**src/swsp_regs.svh**
```systemverilog
// Constants of the switch serial control port: frame layout, addresses and reset values.
`ifndef SWSP_REGS_SVH
`define SWSP_REGS_SVH

// ----------------------------------------
// Frame layout
// ----------------------------------------
`define SWSP_FRAME_BITS 16
`define SWSP_ADDR_BITS 5
`define SWSP_ADDR_MSB 14
`define SWSP_ADDR_LSB 10
`define SWSP_CNT_ZERO 5'h00
`define SWSP_CNT_FULL 5'h10
`define SWSP_CNT_OVER 5'h11

// ----------------------------------------
// Pin synchroniser idle levels
// ----------------------------------------
// Order cs_n, sclk, si, reset_n, wake, din3..din0: only chip select and reset pin idle high.
`define SWSP_PIN_RESET 9'h120

// ----------------------------------------
// Locally held settings
// ----------------------------------------
`define SWSP_ADDR_OUTCTL 5'h01
`define SWSP_ADDR_SENSE 5'h02
`define SWSP_OUTCTL_PWM_EXT 4
`define SWSP_SENSE_HIZ 3
`define SWSP_SENSE_TEMP 2
`define SWSP_SENSE_CH_MSB 1
`define SWSP_OUTCTL_RESET 5'h00
`define SWSP_SENSE_RESET 4'h8

`endif

```
**src/swsp_pkg.sv**
```systemverilog
// Types shared by the switch serial control port.
`default_nettype none
package swsp_pkg;
	typedef enum logic {SWSP_IDLE, SWSP_FRAME} swsp_state_e;
	typedef logic [4:0] swsp_addr_t;
endpackage : swsp_pkg
`default_nettype wire

```
**src/swsp_port.sv**
```systemverilog
// Serial control port and side-band pins of a four-channel high side switch.
`timescale 1ns/1ns
`default_nettype none
`include "swsp_regs.svh"

module swsp_port
	import swsp_pkg::*;
#(
	parameter int FRAME_BITS = `SWSP_FRAME_BITS,
	parameter int ADDR_BITS = `SWSP_ADDR_BITS
) (
	// Clock and block reset.
	input wire logic clock,
	input wire logic rst,
	// Serial pins: select, clock and data in from the master, data out to it.
	input wire logic spi_cs_n,
	input wire logic spi_sclk,
	input wire logic spi_si,
	output logic spi_so_o,
	output logic spi_so_oe_n,
	// Side-band pins.
	input wire logic device_reset_n,
	input wire logic wake,
	input wire logic direct_input_0,
	input wire logic direct_input_1,
	input wire logic direct_input_2,
	input wire logic direct_input_3,
	// Output channel controls.
	output logic high_side_output_0,
	output logic high_side_output_1,
	output logic high_side_output_2,
	output logic high_side_output_3,
	// Open-drain fault flag.
	output logic fault_flag_n_o,
	output logic fault_flag_n_oe_n,
	// Sense output control.
	output logic analog_sense_output_enable,
	output logic analog_sense_output_temp,
	output logic [1:0] analog_sense_output_channel,
	// Device logic on the same clock.
	input wire logic [15:0] status_word,
	input wire logic fault_detect,
	input wire logic [3:0] pwm_gate,
	output logic reg_write,
	output logic [4:0] reg_addr,
	output logic [15:0] reg_frame,
	output logic watchdog_start,
	output logic pwm_clock_tick,
	output logic device_awake
);

	// ----------------------------------------
	// Elaboration checks
	// ----------------------------------------
	// The shifters, counter and field macros are sized for this exact frame.
	if (FRAME_BITS != `SWSP_FRAME_BITS || ADDR_BITS != `SWSP_ADDR_BITS) begin : g_bad_params
		$error("swsp_port supports only 16-bit frames with 5-bit addresses.");
	end

	// ----------------------------------------
	// Pin synchronisers
	// ----------------------------------------
	// Order: cs_n, sclk, si, reset_n, wake, din3..din0.
	localparam int NPINS = 9;
	logic [NPINS-1:0] pins;
	logic [NPINS-1:0] meta_q, meta_d;
	logic [NPINS-1:0] sync_q, sync_d;
	logic [NPINS-1:0] prev_q, prev_d;

	assign pins = {spi_cs_n, spi_sclk, spi_si, device_reset_n, wake,
		direct_input_3, direct_input_2, direct_input_1, direct_input_0};

	// Two stages per pin; prev_q only feeds edge detection of the settled value.
	always_comb begin
		meta_d = pins;
		sync_d = meta_q;
		prev_d = sync_q;
	end

	always_ff @(posedge clock) begin
		if (rst) begin
			// Idle pin levels, so that no false edge follows reset.
			meta_q <= `SWSP_PIN_RESET;
			sync_q <= `SWSP_PIN_RESET;
			prev_q <= `SWSP_PIN_RESET;
		end else begin
			meta_q <= meta_d;
			sync_q <= sync_d;
			prev_q <= prev_d;
		end
	end

	// Settled pin levels and edges.
	logic cs_n_s, sclk_s, si_s, rstpin_s, wake_s;
	logic [3:0] din_s;
	logic cs_fall, cs_rise, sclk_fall, sclk_rise, rstpin_rise, din0_rise;

	assign cs_n_s = sync_q[8];
	assign sclk_s = sync_q[7];
	assign si_s = sync_q[6];
	assign rstpin_s = sync_q[5];
	assign wake_s = sync_q[4];
	assign din_s = sync_q[3:0];
	assign cs_fall = prev_q[8] & ~cs_n_s;
	assign cs_rise = ~prev_q[8] & cs_n_s;
	// SCLK and SI pass equal delays, so SI stays aligned with the sampled clock edge.
	assign sclk_fall = prev_q[7] & ~sclk_s;
	assign sclk_rise = ~prev_q[7] & sclk_s;
	assign rstpin_rise = ~prev_q[5] & rstpin_s;
	assign din0_rise = ~prev_q[0] & din_s[0];

	// ----------------------------------------
	// Frame engine
	// ----------------------------------------
	swsp_state_e state_q, state_d;
	logic [15:0] in_sr_q, in_sr_d;
	logic [15:0] out_sr_q, out_sr_d;
	logic [4:0] cnt_q, cnt_d;
	logic so_oe_n_q, so_oe_n_d;
	logic wr_q, wr_d;
	swsp_addr_t wr_addr_q, wr_addr_d;
	logic [15:0] wr_frame_q, wr_frame_d;

	// Edge counter saturates just past a full frame, so long frames stay rejected.
	function automatic logic [4:0] swsp_count_up(input logic [4:0] c);
		swsp_count_up = (c == `SWSP_CNT_OVER) ? c : c + 5'h01;
	endfunction : swsp_count_up

	always_comb begin
		state_d = state_q;
		in_sr_d = in_sr_q;
		out_sr_d = out_sr_q;
		cnt_d = cnt_q;
		so_oe_n_d = so_oe_n_q;
		wr_d = 1'b0;
		wr_addr_d = wr_addr_q;
		wr_frame_d = wr_frame_q;
		unique case (state_q)
			SWSP_IDLE: begin
				// Clock and data are not looked at while deselected.
				so_oe_n_d = 1'b1;
				if (cs_fall) begin
					out_sr_d = status_word;
					cnt_d = `SWSP_CNT_ZERO;
					so_oe_n_d = 1'b0;
					state_d = SWSP_FRAME;
				end
			end
			SWSP_FRAME: begin
				if (cs_rise) begin
					so_oe_n_d = 1'b1;
					state_d = SWSP_IDLE;
					// Partial or overlong frames leave all settings as they were.
					if (cnt_q == `SWSP_CNT_FULL) begin
						wr_d = 1'b1;
						wr_frame_d = in_sr_q;
						wr_addr_d = in_sr_q[`SWSP_ADDR_MSB:`SWSP_ADDR_LSB];
					end
				end else begin
					if (sclk_fall) begin
						in_sr_d = {in_sr_q[14:0], si_s};
						cnt_d = swsp_count_up(cnt_q);
					end
					if (sclk_rise) begin
						out_sr_d = {out_sr_q[14:0], 1'b0};
					end
				end
			end
		endcase
	end

	always_ff @(posedge clock) begin
		if (rst) begin
			state_q <= SWSP_IDLE;
			in_sr_q <= 16'h0000;
			out_sr_q <= 16'h0000;
			cnt_q <= `SWSP_CNT_ZERO;
			so_oe_n_q <= 1'b1;
			wr_q <= 1'b0;
			wr_addr_q <= 5'h00;
			wr_frame_q <= 16'h0000;
		end else begin
			state_q <= state_d;
			in_sr_q <= in_sr_d;
			out_sr_q <= out_sr_d;
			cnt_q <= cnt_d;
			so_oe_n_q <= so_oe_n_d;
			wr_q <= wr_d;
			wr_addr_q <= wr_addr_d;
			wr_frame_q <= wr_frame_d;
		end
	end

	// ----------------------------------------
	// Wake, watchdog start and local settings
	// ----------------------------------------
	logic awake_q, awake_d;
	logic wdog_q, wdog_d;
	logic [4:0] outctl_q, outctl_d;
	logic [3:0] sense_q, sense_d;
	logic fault_q, fault_d;
	logic tick_q, tick_d;
	logic sen_en_q, sen_en_d;

	// Settings stay cleared while the reset pin is low or the part sleeps; so does the fault latch, except while fault_detect is high.
	always_comb begin
		awake_d = rstpin_s | wake_s | (|din_s);
		wdog_d = rstpin_rise;
		outctl_d = outctl_q;
		sense_d = sense_q;
		if (wr_q && wr_addr_q == `SWSP_ADDR_OUTCTL) begin
			outctl_d = wr_frame_q[4:0];
		end
		if (wr_q && wr_addr_q == `SWSP_ADDR_SENSE) begin
			sense_d = wr_frame_q[3:0];
		end
		fault_d = fault_q;
		if (!rstpin_s || !awake_q) begin
			outctl_d = `SWSP_OUTCTL_RESET;
			sense_d = `SWSP_SENSE_RESET;
			fault_d = 1'b0;
		end
		// A fault seen in a clearing cycle wins for one cycle; the next clearing cycle drops it again.
		if (fault_detect) begin
			fault_d = 1'b1;
		end
		// Registered on its own so the sense enable pin comes straight from a flop.
		sen_en_d = ~sense_d[`SWSP_SENSE_HIZ];
		tick_d = outctl_q[`SWSP_OUTCTL_PWM_EXT] & din0_rise;
	end

	always_ff @(posedge clock) begin
		if (rst) begin
			awake_q <= 1'b0;
			wdog_q <= 1'b0;
			outctl_q <= `SWSP_OUTCTL_RESET;
			sense_q <= `SWSP_SENSE_RESET;
			fault_q <= 1'b0;
			tick_q <= 1'b0;
			sen_en_q <= 1'b0; // The sense reset value has the high-impedance bit set.
		end else begin
			awake_q <= awake_d;
			wdog_q <= wdog_d;
			outctl_q <= outctl_d;
			sense_q <= sense_d;
			fault_q <= fault_d;
			tick_q <= tick_d;
			sen_en_q <= sen_en_d;
		end
	end

	// ----------------------------------------
	// Output channels and fault flag
	// ----------------------------------------
	logic [3:0] hs_q, hs_d;
	logic [3:0] direct_en;
	logic flag_oe_n_q, flag_oe_n_d;

	// In external-clock PWM mode input 0 is a time base, not a switch command.
	assign direct_en = {3'b111, ~outctl_q[`SWSP_OUTCTL_PWM_EXT]};

	always_comb begin
		hs_d = {4{awake_q}} & ((din_s & direct_en) | outctl_q[3:0] | pwm_gate);
		flag_oe_n_d = ~(fault_q | fault_detect);
	end

	always_ff @(posedge clock) begin
		if (rst) begin
			hs_q <= 4'h0;
			flag_oe_n_q <= 1'b1;
		end else begin
			hs_q <= hs_d;
			flag_oe_n_q <= flag_oe_n_d;
		end
	end

	// ----------------------------------------
	// Port drive
	// ----------------------------------------
	assign spi_so_o = out_sr_q[15];
	assign spi_so_oe_n = so_oe_n_q;
	assign high_side_output_0 = hs_q[0];
	assign high_side_output_1 = hs_q[1];
	assign high_side_output_2 = hs_q[2];
	assign high_side_output_3 = hs_q[3];
	// Open drain: the data bit is always low, only the enable moves.
	assign fault_flag_n_o = 1'b0;
	assign fault_flag_n_oe_n = flag_oe_n_q;
	assign analog_sense_output_enable = sen_en_q;
	assign analog_sense_output_temp = sense_q[`SWSP_SENSE_TEMP];
	assign analog_sense_output_channel = sense_q[`SWSP_SENSE_CH_MSB:0];
	assign reg_write = wr_q;
	assign reg_addr = wr_addr_q;
	assign reg_frame = wr_frame_q;
	assign watchdog_start = wdog_q;
	assign pwm_clock_tick = tick_q;
	assign device_awake = awake_q;

endmodule : swsp_port
`default_nettype wire

```
**config.mk**
```make
export PLATFORM = sky130hd
export DESIGN_NAME = swsp_port
export DESIGN_NICKNAME = d
export VERILOG_FILES = /design/src/swsp_pkg.sv /design/src/swsp_port.sv
export VERILOG_INCLUDE_DIRS = /design/src
export SDC_FILE = /design/constraint.sdc
export NUM_CORES = 1
export LEC_CHECK = 0
export ABC_AREA = 1
export BUFFER_PORTS_ARGS = -buffer_cell sky130_fd_sc_hd__buf_2
export CAP_MARGIN = 10
export CORE_MARGIN = 1.5
export CORE_UTILIZATION = 50
export DETAILED_ROUTE_END_ITERATION = 10
export PLACE_DENSITY = 0.73
export SETUP_SLACK_MARGIN = 0.05
export SLEW_MARGIN = 20
export SYNTH_ARGS = -nofsm -noshare
export SYNTH_HDL_FRONTEND = slang
export SYNTH_SLANG_ARGS = --single-unit
export TNS_END_PERCENT = 10
```
**constraint.sdc**
```tcl
create_clock -name clock -period 1.6 [get_ports clock]
set_clock_uncertainty 0.15 [all_clocks]
set_input_delay 0 -clock clock [delete_from_list [all_inputs] [get_ports clock]]
set_output_delay 0 -clock clock [all_outputs]
set_load 0.05 [all_outputs]
```
==> Word-level counts from Yosys, hierarchy flattened <==
Cells that the tools add are included.
{ "op_classes": {"bitwise_logic": 25, "n_eq_ne": 10, "reduce_logical": 13, "add_sub_neg": 1, "muxes": 20} }
{ "ops": {"columns": ["operator", "count"], "rows": [
  ["16-bit two-way mux", 3],
  ["16-bit one-hot mux with 2 select lines", 1],
  ["5-bit two-way mux", 4],
  ["2-bit != test (second input constant)", 6],
  ["1-bit NOT", 11],
  ["5-bit equality test (second input constant)", 2],
  ["5-bit one-hot mux with 2 select lines", 1],
  ["3-bit AND reduction", 3],
  ["4-bit AND", 2],
  ["4-bit two-way mux", 2],
  ["4-bit OR", 2],
  ["1-bit AND", 7],
  ["1-bit two-way mux", 7],
  ["5-bit by 1-bit adder with 5-bit output (second input constant)", 1],
  ["5-bit by 1-bit equality test with 1-bit output (second input constant)", 1],
  ["5-bit by 2-bit equality test with 1-bit output (second input constant)", 1],
  ["1-bit one-hot mux with 2 select lines", 2],
  ["4-bit AND reduction", 1],
  ["4-bit OR reduction", 1],
  ["1-bit OR", 3],
  ["3-bit OR reduction", 1],
  ["1-bit logical AND", 2],
  ["1-bit logical NOT", 2],
  ["2-bit nonzero test", 1],
  ["2 further kinds", 2]
]} }
{ "totals": {"ff_bits": 107, "out_inout_bits": 37, "word_cells": 90} }

==> Depth between registers and ports, before layout <==
Gate-level depths: netlist of the first run.
{ "logic_depth": {"word_depth": 5, "mapped_depth": 9, "depth_no_buf": 9} }

==> Worst setup path before layout of the first run <==
Ideal clock, no wire load.
{ "synth_path": {"path_type": "register to register", "from": "reg wr_addr_q[0] (netlist: reg_addr[0])", "to": "reg outctl_q[3]", "t_arrival_ns": 1.543, "setup_ns": 0.116, "path_slack_ns": -0.209, "stages_incl_launch_ff": 6, "cell_sequence": "dfxtp_1 -> inv_1 -> nor3_1 -> nand2_1 -> o21ai_0 -> nor2_1"} }
{ "synth_between": {"elab_chain_cells": 2} }
{ "synth_rtl": {"columns": ["item", "line_no", "source"], "rows": [
  ["start: declaration", "swsp_port.sv:121", "swsp_addr_t wr_addr_q, wr_addr_d;"],
  ["start signal: assignment", "swsp_port.sv:189", "wr_addr_q <= wr_addr_d;"],
  ["5-bit by 1-bit equality test with 1-bit output (no source line)", null, null],
  ["1-bit logical AND (no source line)", null, null],
  ["end signal: assignment", "swsp_port.sv:236", "outctl_q <= `SWSP_OUTCTL_RESET;"],
  ["end signal: assignment", "swsp_port.sv:244", "outctl_q <= outctl_d;"],
  ["end: declaration", "swsp_port.sv:199", "logic [4:0] outctl_q, outctl_d;"]
]} }
No other way between the ends.
A chain may end at the register's enable or synchronous reset.

==> Final worst setup path of the first run <==
{ "layout_path": {"from": "reg cnt_q[0]", "to": "reg wr_frame_q[1] (netlist: reg_frame[1])"} }
{ "layout_between": {"elab_chain_cells": 2} }
{ "layout_rtl": {"columns": ["item", "line_no", "source"], "rows": [
  ["start: declaration", "swsp_port.sv:118", "logic [4:0] cnt_q, cnt_d;"],
  ["start signal: assignment", "swsp_port.sv:177", "cnt_q <= `SWSP_CNT_ZERO;"],
  ["start signal: assignment", "swsp_port.sv:186", "cnt_q <= cnt_d;"],
  ["5-bit equality test (no source line)", null, null],
  ["3-bit AND reduction (no source line)", null, null],
  ["end signal: assignment", "swsp_port.sv:190", "wr_frame_q <= wr_frame_d;"],
  ["end: declaration", "swsp_port.sv:122", "logic [15:0] wr_frame_q, wr_frame_d;"]
]} }
No other way between the ends.

==> results of run 1 <==
==> flip-flops by register name, summed over array words and instances, names as in the netlist, 4 cells and up <==
register and count:
in_sr_q 16, out_sr_q 16, reg_frame 12, meta_q 9, prev_d 9, cnt_q 5, outctl_q 5, hs_q 4
prev_q 4, reg_addr 4, sense_q 4
==> stage by stage <==
step	setup WS [ps]	utilization	instances	TNS [ps]
4_1_cts	47.2	0.659	681	0
3_3_place_gp	99.9	0.587	635	0
6_report	92.6	0.664	681	0
2_1_floorplan	2.62	-	486	0
3_5_place_dp	10.1	0.587	635	0
5_1_grt	-1.79	0.664	681	-3.22
==> cell usage in the layout (no fill, tap or decap) <==
cell type      netlist  final
nand2_1             80     78
o21ai_0             53     44
a21oi_1             19     19
clkbuf_8             0      9
nor3_2               2      3
buf_12               0      1
nand4_1              3      3
clkbuf_1            10      2
buf_4               10     13
nand3_4              0      1
dlygate4sd3_1        0     31
o31ai_1              1      1
dfxtp_1             97     92
o21ai_4              1      1
nand2_2              1      2
ha_1                 3      3
dfxtp_4              0      1
clkinvlp_4           0      2
nor3_1               6      5
nor2_2               0      1
inv_2                3      2
nand3b_1             1      1
inv_1               38     38
dfxtp_2              0      4
buf_2                5     67
o21ai_1              1     10
nand2_4              0      1
nor4_1               1      1
inv_6                0      2
or2_2                5      5
nor2_1             133    132
nor2_4               1      1
nand3_1              8      7
bufinv_16            0      1
conb_1               1      1
==> final cells by class <==
cell class / instances / area, um2 / share of cell area
Timing Repair Buffer: 112 / 763 / 0.166
Sequential cell: 97 / 1950 / 0.423
Inverter: 41 / 159 / 0.0345
Tap cell: 96 / 120 / 0.0261
Clock inverter: 4 / 53.8 / 0.0117
Clock buffer: 11 / 131 / 0.0285
Multi-Input combinational cell: 320 / 1430 / 0.311
==> cells by family after synthesis <==
kind of cell               count (synthesis)  share of synthesized area
other                                      1                    0.00103
AOI/OAI and AO/OA                         75                      0.106
DFF                                       97                      0.531
buffers and inverters                     69                     0.0856
adders and majority gates                  3                     0.0103
and+or+nand+nor                          241                      0.266
==> final timing paths <==
check                                   end  cells past startpoint  slack [ps]
setup / recovery  reg_frame[1]$_SDFFE_PP0P_                      8          90
setup reg to reg  reg_frame[1]$_SDFFE_PP0P_                      8          90
hold / removal         meta_q[5]$_SDFF_PP1_                      3         220
hold reg to reg   pwm_clock_tick$_SDFF_PP0_                      1         250
==> worst max-delay path, stage by stage (launching register included) <==
cell,delay [ps]
dfxtp_4,370
inv_1,90
ha_1,150
nand2_1,50
nor2_1,100
nand2_1,90
buf_12,170
o21ai_0,180
a21oi_1,50
==> what timing repair did <==
action / 4_1_cts / 5_1_grt
endpoints found under the hold margin: 37 / 0
setup endpoints to repair: 13 / 35
resized for setup: 1 / 19
pin swaps: 0 / 1
hold buffers: 31 / 0
==> per-layer routing <==
metal,vias up,track usage,part of all wire
li1,1689,-,-
met1,1471,0.238,0.45
met2,78,0.343,0.49
met3,15,0.0317,0.033
met4,0,0.0895,0.022
met5,-,0,0
==> power breakdown <==
| part | total, mW | internal, mW | switching (mW) |
|---|---|---|---|
| Sequential | 2.54 | 2.49 | 0.0443 |
| Combinational | 0.436 | 0.183 | 0.253 |
| Clock | 1.51 | 0.721 | 0.786 |
| Total | 4.48 | 3.40 | 1.08 |
==> impl_metrics.json, run 1 <==
{
  "outcome": "finished clean",
  "die_area_um2": 7830,
  "synth_top_cell_area_share": 0.531,
  "yosys.area.top_type": "dfxtp_1",
  "grt.total_usage": 0.196,
  "cts_setup_buffers": 0,
  "clkSlewWorstSetupHoldPaths_ps": 90,
  "hold_path.class": "in -> reg",
  "power_mw": 4.48,
  "synth_area_leaders": "dfxtp_1 (53%), nor2_1 (14%), nand2_1 (8.2%)",
  "synthesis.nets": 521,
  "ys_seq_area_frac": 0.531,
  "routed_via_density": 4.78,
  "h-tree-depth": 3,
  "rows": 30,
  "wl_um": 7650,
  "ys_seq_elements": 97,
  "nFillCells": 611,
  "drtPass1Iterations": 5,
  "antenna_found_initial": 0,
  "first_global_vias": 2812,
  "cp-startpoint": "cnt_q[0]$_SDFFE_PP0P_",
  "synthTopCellsByCount": "nor2_1 (133), dfxtp_1 (97), nand2_1 (80), o21ai_0 (53), inv_1 (38)",
  "ys_warn_count": 0,
  "gp_congestion": 0.822,
  "fin_crit_sh": 0.942,
  "cap_violations": 0,
  "drive_gt1_frac": 0.200,
  "fmax_mhz": 663,
  "synth_area_um2": 3660,
  "ys_types": 26,
  "layout_min_cycle_time_ps": 1510,
  "cp-start-kind": "flip-flop",
  "place_hpwl_um": 4910,
  "hold_violations": 0,
  "final_antenna_net_count": 0,
  "postSynth.asyncResetShare": 0,
  "reg2reg_from": "cnt_q[0]$_SDFFE_PP0P_",
  "routedWlPerCell_um": 11.2,
  "synth_edf_count": 0,
  "grt_pass1_wl_um": 12000,
  "p_leak_nw": 2.16,
  "setup_viol": 0,
  "clock_path_buffers": 2,
  "io_buffer_count": 67,
  "critPathKind": "reg -> reg",
  "stdcell_area_um2": 4610,
  "drtIter0Drc": 156,
  "clk_latency_ps": 350,
  "n_antenna_cell": 0,
  "via_count": 3253,
  "final_max_slew_viol_count": 0,
  "nets": 616,
  "ys.flop_type": "dfxtp_1",
  "rsz0062_at_grt": "true",
  "cts_buffers": 9,
  "placed_cell_area_um2": 4080,
  "core-area_um2": 6940,
  "grt_max_degree": 36,
  "min_from": "device_reset_n",
  "vdd_ir_drop_max_uv": 507,
  "root_buffer": "clkbuf_8",
  "ios": 69,
  "power-per-cell-area_nw_per_um2": 972,
  "drc": 0,
  "yosysMostFrequentCell": "nor2_1",
  "cp.required_ps": 1690,
  "die_h_um": 88.5,
  "chipWidth_um": 88.5,
  "clock_sinks": 97,
  "grt_overflow_total": 0,
  "cp_max_fo": 22,
  "cts_tree": "done",
  "endpoint_kind": "flip-flop",
  "postSynthAreaPerCell_um2": 7.52,
  "arrival_ps": 1600,
  "synthToLayoutAreaGrowth_pct": 26.1,
  "hold_ws_ps": 221,
  "initial_core_util": 0.526,
  "syn-instance-count": 486
}
No activity file was read; power rests on OpenSTA's default activity.
==> run 2, diff against run 1 <==
Settings changed: ABC_CLOCK_PERIOD_IN_PS from default to 1600, CORE_ASPECT_RATIO from default to 1.4, RECOVER_POWER from default to 50.
==> run 2 against run 1 <==
Via count rose by 0.43%. Non-clock buffer count rose by 12. Design area rose by 2.6%. Clock power rose by 8%. Power rose by 3.1%. Sequential cell count did not move. Sequential share of layout area fell by 1.1 points. Sequential power barely moved. Combinational power rose by 4%. Largest power group unchanged.
==> impl_metrics.json, run 2 (same netlist as run 1, synthesis figures left out) <==
{
  "clock_path_buffers": 2,
  "rows": 36,
  "reg2reg_from": "prev_q[8]$_SDFF_PP1_",
  "final_max_slew_viol_count": 0,
  "drc": 0,
  "vdd_ir_drop_max_uv": 635,
  "p_leak_nw": 2.11,
  "tightest_slew_ps": 611,
  "place_hpwl_um": 4750,
  "rsz0062_at_grt": "true",
  "wl_um": 7510,
  "r2r.worst_path.cells": 8,
  "drtIter0Drc": 188,
  "routed_via_density": 4.71,
  "cp_max_fo": 6,
  "synthToLayoutAreaGrowth_pct": 29.4,
  "cap_violations": 0,
  "hold_violations": 0,
  "chipWidth_um": 75.3,
  "clk_latency_ps": 370,
  "nFillCells": 630,
  "cts_setup_buffers": 0,
  "cts_tree": "done",
  "cp.required_ps": 1710,
  "worstHoldEndpoint": "cnt_q[4]$_SDFFE_PP0P_",
  "die_area_um2": 7840,
  "final_antenna_net_count": 0,
  "r2r_end": "out_sr_q[10]$_SDFFE_PP0P_",
  "slew-limit-headroom": 0.594,
  "tns_ps": 0,
  "grt_max_degree": 50,
  "grt_pass1_wl_um": 12800,
  "min_path_cells": 5,
  "arrival_ps": 1640,
  "cp-start-kind": "primary input",
  "grt.total_usage": 0.208,
  "clkSlewWorstSetupHoldPaths_ps": 90,
  "io_buffer_count": 67,
  "min_from": "rst",
  "via_count": 3267,
  "n_antenna_cell": 0,
  "hold_path.class": "in -> reg",
  "outcome": "finished clean",
  "routedWlPerCell_um": 10.8,
  "nets": 628,
  "grt_overflow_total": 0,
  "power-per-cell-area_nw_per_um2": 977,
  "stdcell_area_um2": 4730,
  "endpoint_kind": "flip-flop",
  "gp_congestion": 0.825,
  "fmax_mhz": 652,
  "final_common_cell": "nor2_1",
  "first_global_vias": 3098,
  "placed_cell_area_um2": 4120,
  "clock_sinks": 97,
  "critPathKind": "in -> reg",
  "drive_gt1_frac": 0.154,
  "reg2reg_slack_ps": 110,
  "die_h_um": 104,
  "ios": 69,
  "root_buffer": "clkbuf_8",
  "layout_min_cycle_time_ps": 1530,
  "initial_core_util": 0.520,
  "drtPass1Iterations": 4,
  "h-tree-depth": 3,
  "fin_crit_sh": 0.958,
  "core-area_um2": 7030,
  "cts_buffers": 9,
  "final_cell_mix": "nor2_1 (131), dfxtp_1 (91), nand2_1 (77)",
  "antenna_found_initial": 0,
  "power_mw": 4.62,
  "setup_viol": 0
}
run 2: metal layers:
metal	vias to the layer above	wire (um)	GRT usage
met1	1462	3200	0.231
met5	-	0	0
met3	20	246	0.0300
met2	70	3830	0.360
li1	1715	-	-
met4	0	235	0.126
run 2: worst max-delay path by stage:
stage,endpoint,slack [ps],depth (start not counted),startpoint
global placement,cnt_q[0]$_SDFFE_PP0P_,80,5,state_q$_SDFF_PP0_
detailed placement,cnt_q[3]$_SDFFE_PP0P_,3,5,state_q$_SDFF_PP0_
floorplan,outctl_q[3]$_SDFFE_PP0P_,3,4,reg_frame[14]$_SDFFE_PP0P_
finish,fault_flag_n_oe_n$_SDFF_PP1_,70,5,rst
CTS,out_sr_q[10]$_SDFFE_PP0P_,40,6,state_q$_SDFF_PP0_
global route,reg_frame[7]$_SDFFE_PP0P_,0.5,8,cnt_q[1]$_SDFFE_PP0P_
run 2: per-stage QoR:
stage,hold slack (ps),setup WS [ps],std cells,utilization
4_1_cts,46.3,36.6,693,0.675
3_3_place_gp,33.1,84.1,636,0.586
6_report,58.7,67.0,693,0.673
3_5_place_dp,38.8,3.44,636,0.586
2_1_floorplan,-46.2,2.62,486,-
5_1_grt,106,0.534,693,0.673
run 2: cell type report:
cell class              count  area (um2)  share of cell area
multi-input cells         320        1430               0.303
clock buffers              12         155              0.0328
well taps                  95         119              0.0251
inverters                  41         156              0.0331
clock inverters             4        51.3              0.0108
repair buffers            124         865               0.183
flip-flops and latches     97        1950               0.412
run 2: worst max-delay path: stages:
cell,delay [ps]
buf_2,130
inv_1,150
dlygate4sd3_1,620
o21ai_0,140
dlygate4sd3_1,590
run 2: timing repair:
| action | in CTS | in global routing |
|---|---|---|
| cloned | 0 | 0 |
| resized for setup | 1 | 17 |
| hold buffers | 41 | 0 |
| hold endpoints to repair | 48 | 0 |
| setup endpoints to repair | 5 | 41 |
run 2: power breakdown:
part           switching, mW  total (mW)  internal (mW)
combinational          0.254       0.455          0.201
sequential            0.0433        2.54           2.50
clock                  0.818        1.63          0.808
total                   1.12        4.62           3.50
==> run 3, diff against run 2 <==
Settings changed: CORE_ASPECT_RATIO 1.4 to 1.2.
==> run 3 against run 2 <==
Power increased by 5.5%. Global-route usage shrank 0.65 points. Sequential cell count stayed put. Largest cell class unchanged.
==> impl_metrics.json, run 3 (same netlist as run 1, synthesis figures left out) <==
{
  "slew-limit-headroom": 0.589,
  "first_global_vias": 2995,
  "synthToLayoutAreaGrowth_pct": 27.0,
  "cts_setup_buffers": 0,
  "outcome": "finished clean",
  "die_h_um": 96.7,
  "setup_viol": 0,
  "crit_family": "simple AND/OR/NAND/NOR gates",
  "timing.critical_path.buf_inv": 2,
  "clk_latency_ps": 350,
  "cts_buffers": 9,
  "n_antenna_cell": 0,
  "grt_max_degree": 51,
  "rows": 33,
  "critPathKind": "reg -> reg",
  "nets": 618,
  "grt_pass1_wl_um": 12600,
  "wl_um": 7430,
  "drive_gt1_frac": 0.146,
  "critPathSlowestCell": "dfxtp_1",
  "cap_violations": 0,
  "routed_via_density": 4.79,
  "ios": 69,
  "drc": 0,
  "tns_ps": 0,
  "root_buffer": "clkbuf_8",
  "final_cell_mix": "nor2_1 (133), dfxtp_1 (93), nand2_1 (79)",
  "antenna_found_initial": 0,
  "final_antenna_net_count": 0,
  "hold_path.class": "in -> reg",
  "tightest_slew_ps": 619,
  "cp_max_fo": 14,
  "clock_sinks": 97,
  "via_count": 3235,
  "hold_violations": 0,
  "routedWlPerCell_um": 11.0,
  "arrival_ps": 1560,
  "vdd_ir_drop_max_uv": 726,
  "layout_min_cycle_time_ps": 1460,
  "rsz0062_at_grt": "true",
  "io_buffer_count": 67,
  "place_hpwl_um": 4930,
  "drtIter0Drc": 173,
  "crit_chain": "inv_1, nand2_1, nand2_2, nand2_2, o21ai_4, buf_12, o21ai_0, nor2_1",
  "die_area_um2": 7840,
  "grt_overflow_total": 0,
  "core-area_um2": 6940,
  "fmax_mhz": 684,
  "endpoint_kind": "flip-flop",
  "cp-start-kind": "flip-flop",
  "p_leak_nw": 2.07,
  "gp_congestion": 0.821,
  "power_mw": 4.88,
  "chipWidth_um": 81.1,
  "h-tree-depth": 3,
  "final_max_slew_viol_count": 0,
  "clkSlewWorstSetupHoldPaths_ps": 90,
  "drtPass1Iterations": 4,
  "cts_tree": "done",
  "initial_core_util": 0.527,
  "power-per-cell-area_nw_per_um2": 1050,
  "cp.required_ps": 1700,
  "max_stage_delay_ps": 310,
  "grt.total_usage": 0.202,
  "nFillCells": 612,
  "path_common_cell": "nand2_2",
  "clock_path_buffers": 2,
  "fin_crit_sh": 0.913,
  "final_common_cell": "nor2_1"
}
## run 3: final timing paths
| check | end | slack, ps | cells past startpoint | from |
|---|---|---|---|---|
| worst min register to register | prev_d[0]$_SDFF_PP0_ | 250 | 2 | meta_q[0]$_SDFF_PP0_ |
| worst max register to register | out_sr_q[4]$_SDFFE_PP0P_ | 140 | 8 | prev_q[8]$_SDFF_PP1_ |
| worst max-delay path | out_sr_q[4]$_SDFFE_PP0P_ | 140 | 8 | prev_q[8]$_SDFF_PP1_ |
| worst min-delay path | meta_q[5]$_SDFF_PP1_ | 220 | 3 | device_reset_n |
## run 3: layout make-up
class                      count  area, um2  area share
multi-input combinational    320       1410       0.305
clock inverter                 6        113      0.0243
timing repair buffer         114        761       0.164
clock buffer                  10        138      0.0296
tap                           87        109      0.0235
inverter                      41        159      0.0342
sequential                    97       1950       0.420
## run 3: layer usage
layer  up-vias  GRT usage  share of wire
met5         -          0              0
met3        12     0.0302          0.035
li1       1704          -              -
met2        58      0.357           0.50
met4         0     0.0822          0.017
met1      1461      0.237           0.45
## run 3: repair_timing
action / 4_1_cts / 5_1_grt
hold buffers: 32 / 0
setup endpoints to repair: 8 / 53
resized for setup: 1 / 15
pin swaps: 0 / 1
endpoints found under the hold margin: 38 / 0
## run 3: tightest hold or removal path, cell delays in order
cell and delay, ps:
dlygate4sd3_1 520, buf_2 90, or2_2 80
## run 3: stage by stage
step	instance area [um2]	setup slack [ps]	utilization	hold WS, ps	cells
final	4640	139	0.669	215	675
after global routing	4640	18.5	0.669	217	675
after CTS	4670	62.4	0.674	205	675
after detailed placement	4100	48.6	0.591	38.6	627
after global placement	4100	90.0	0.591	32.7	627
after floorplan	3660	2.62	-	-46.2	486
## run 3: power by group
part | switching (mW) | internal [mW]
registers | 0.0424 | 2.49
clock network | 0.814 | 1.09
logic | 0.251 | 0.188
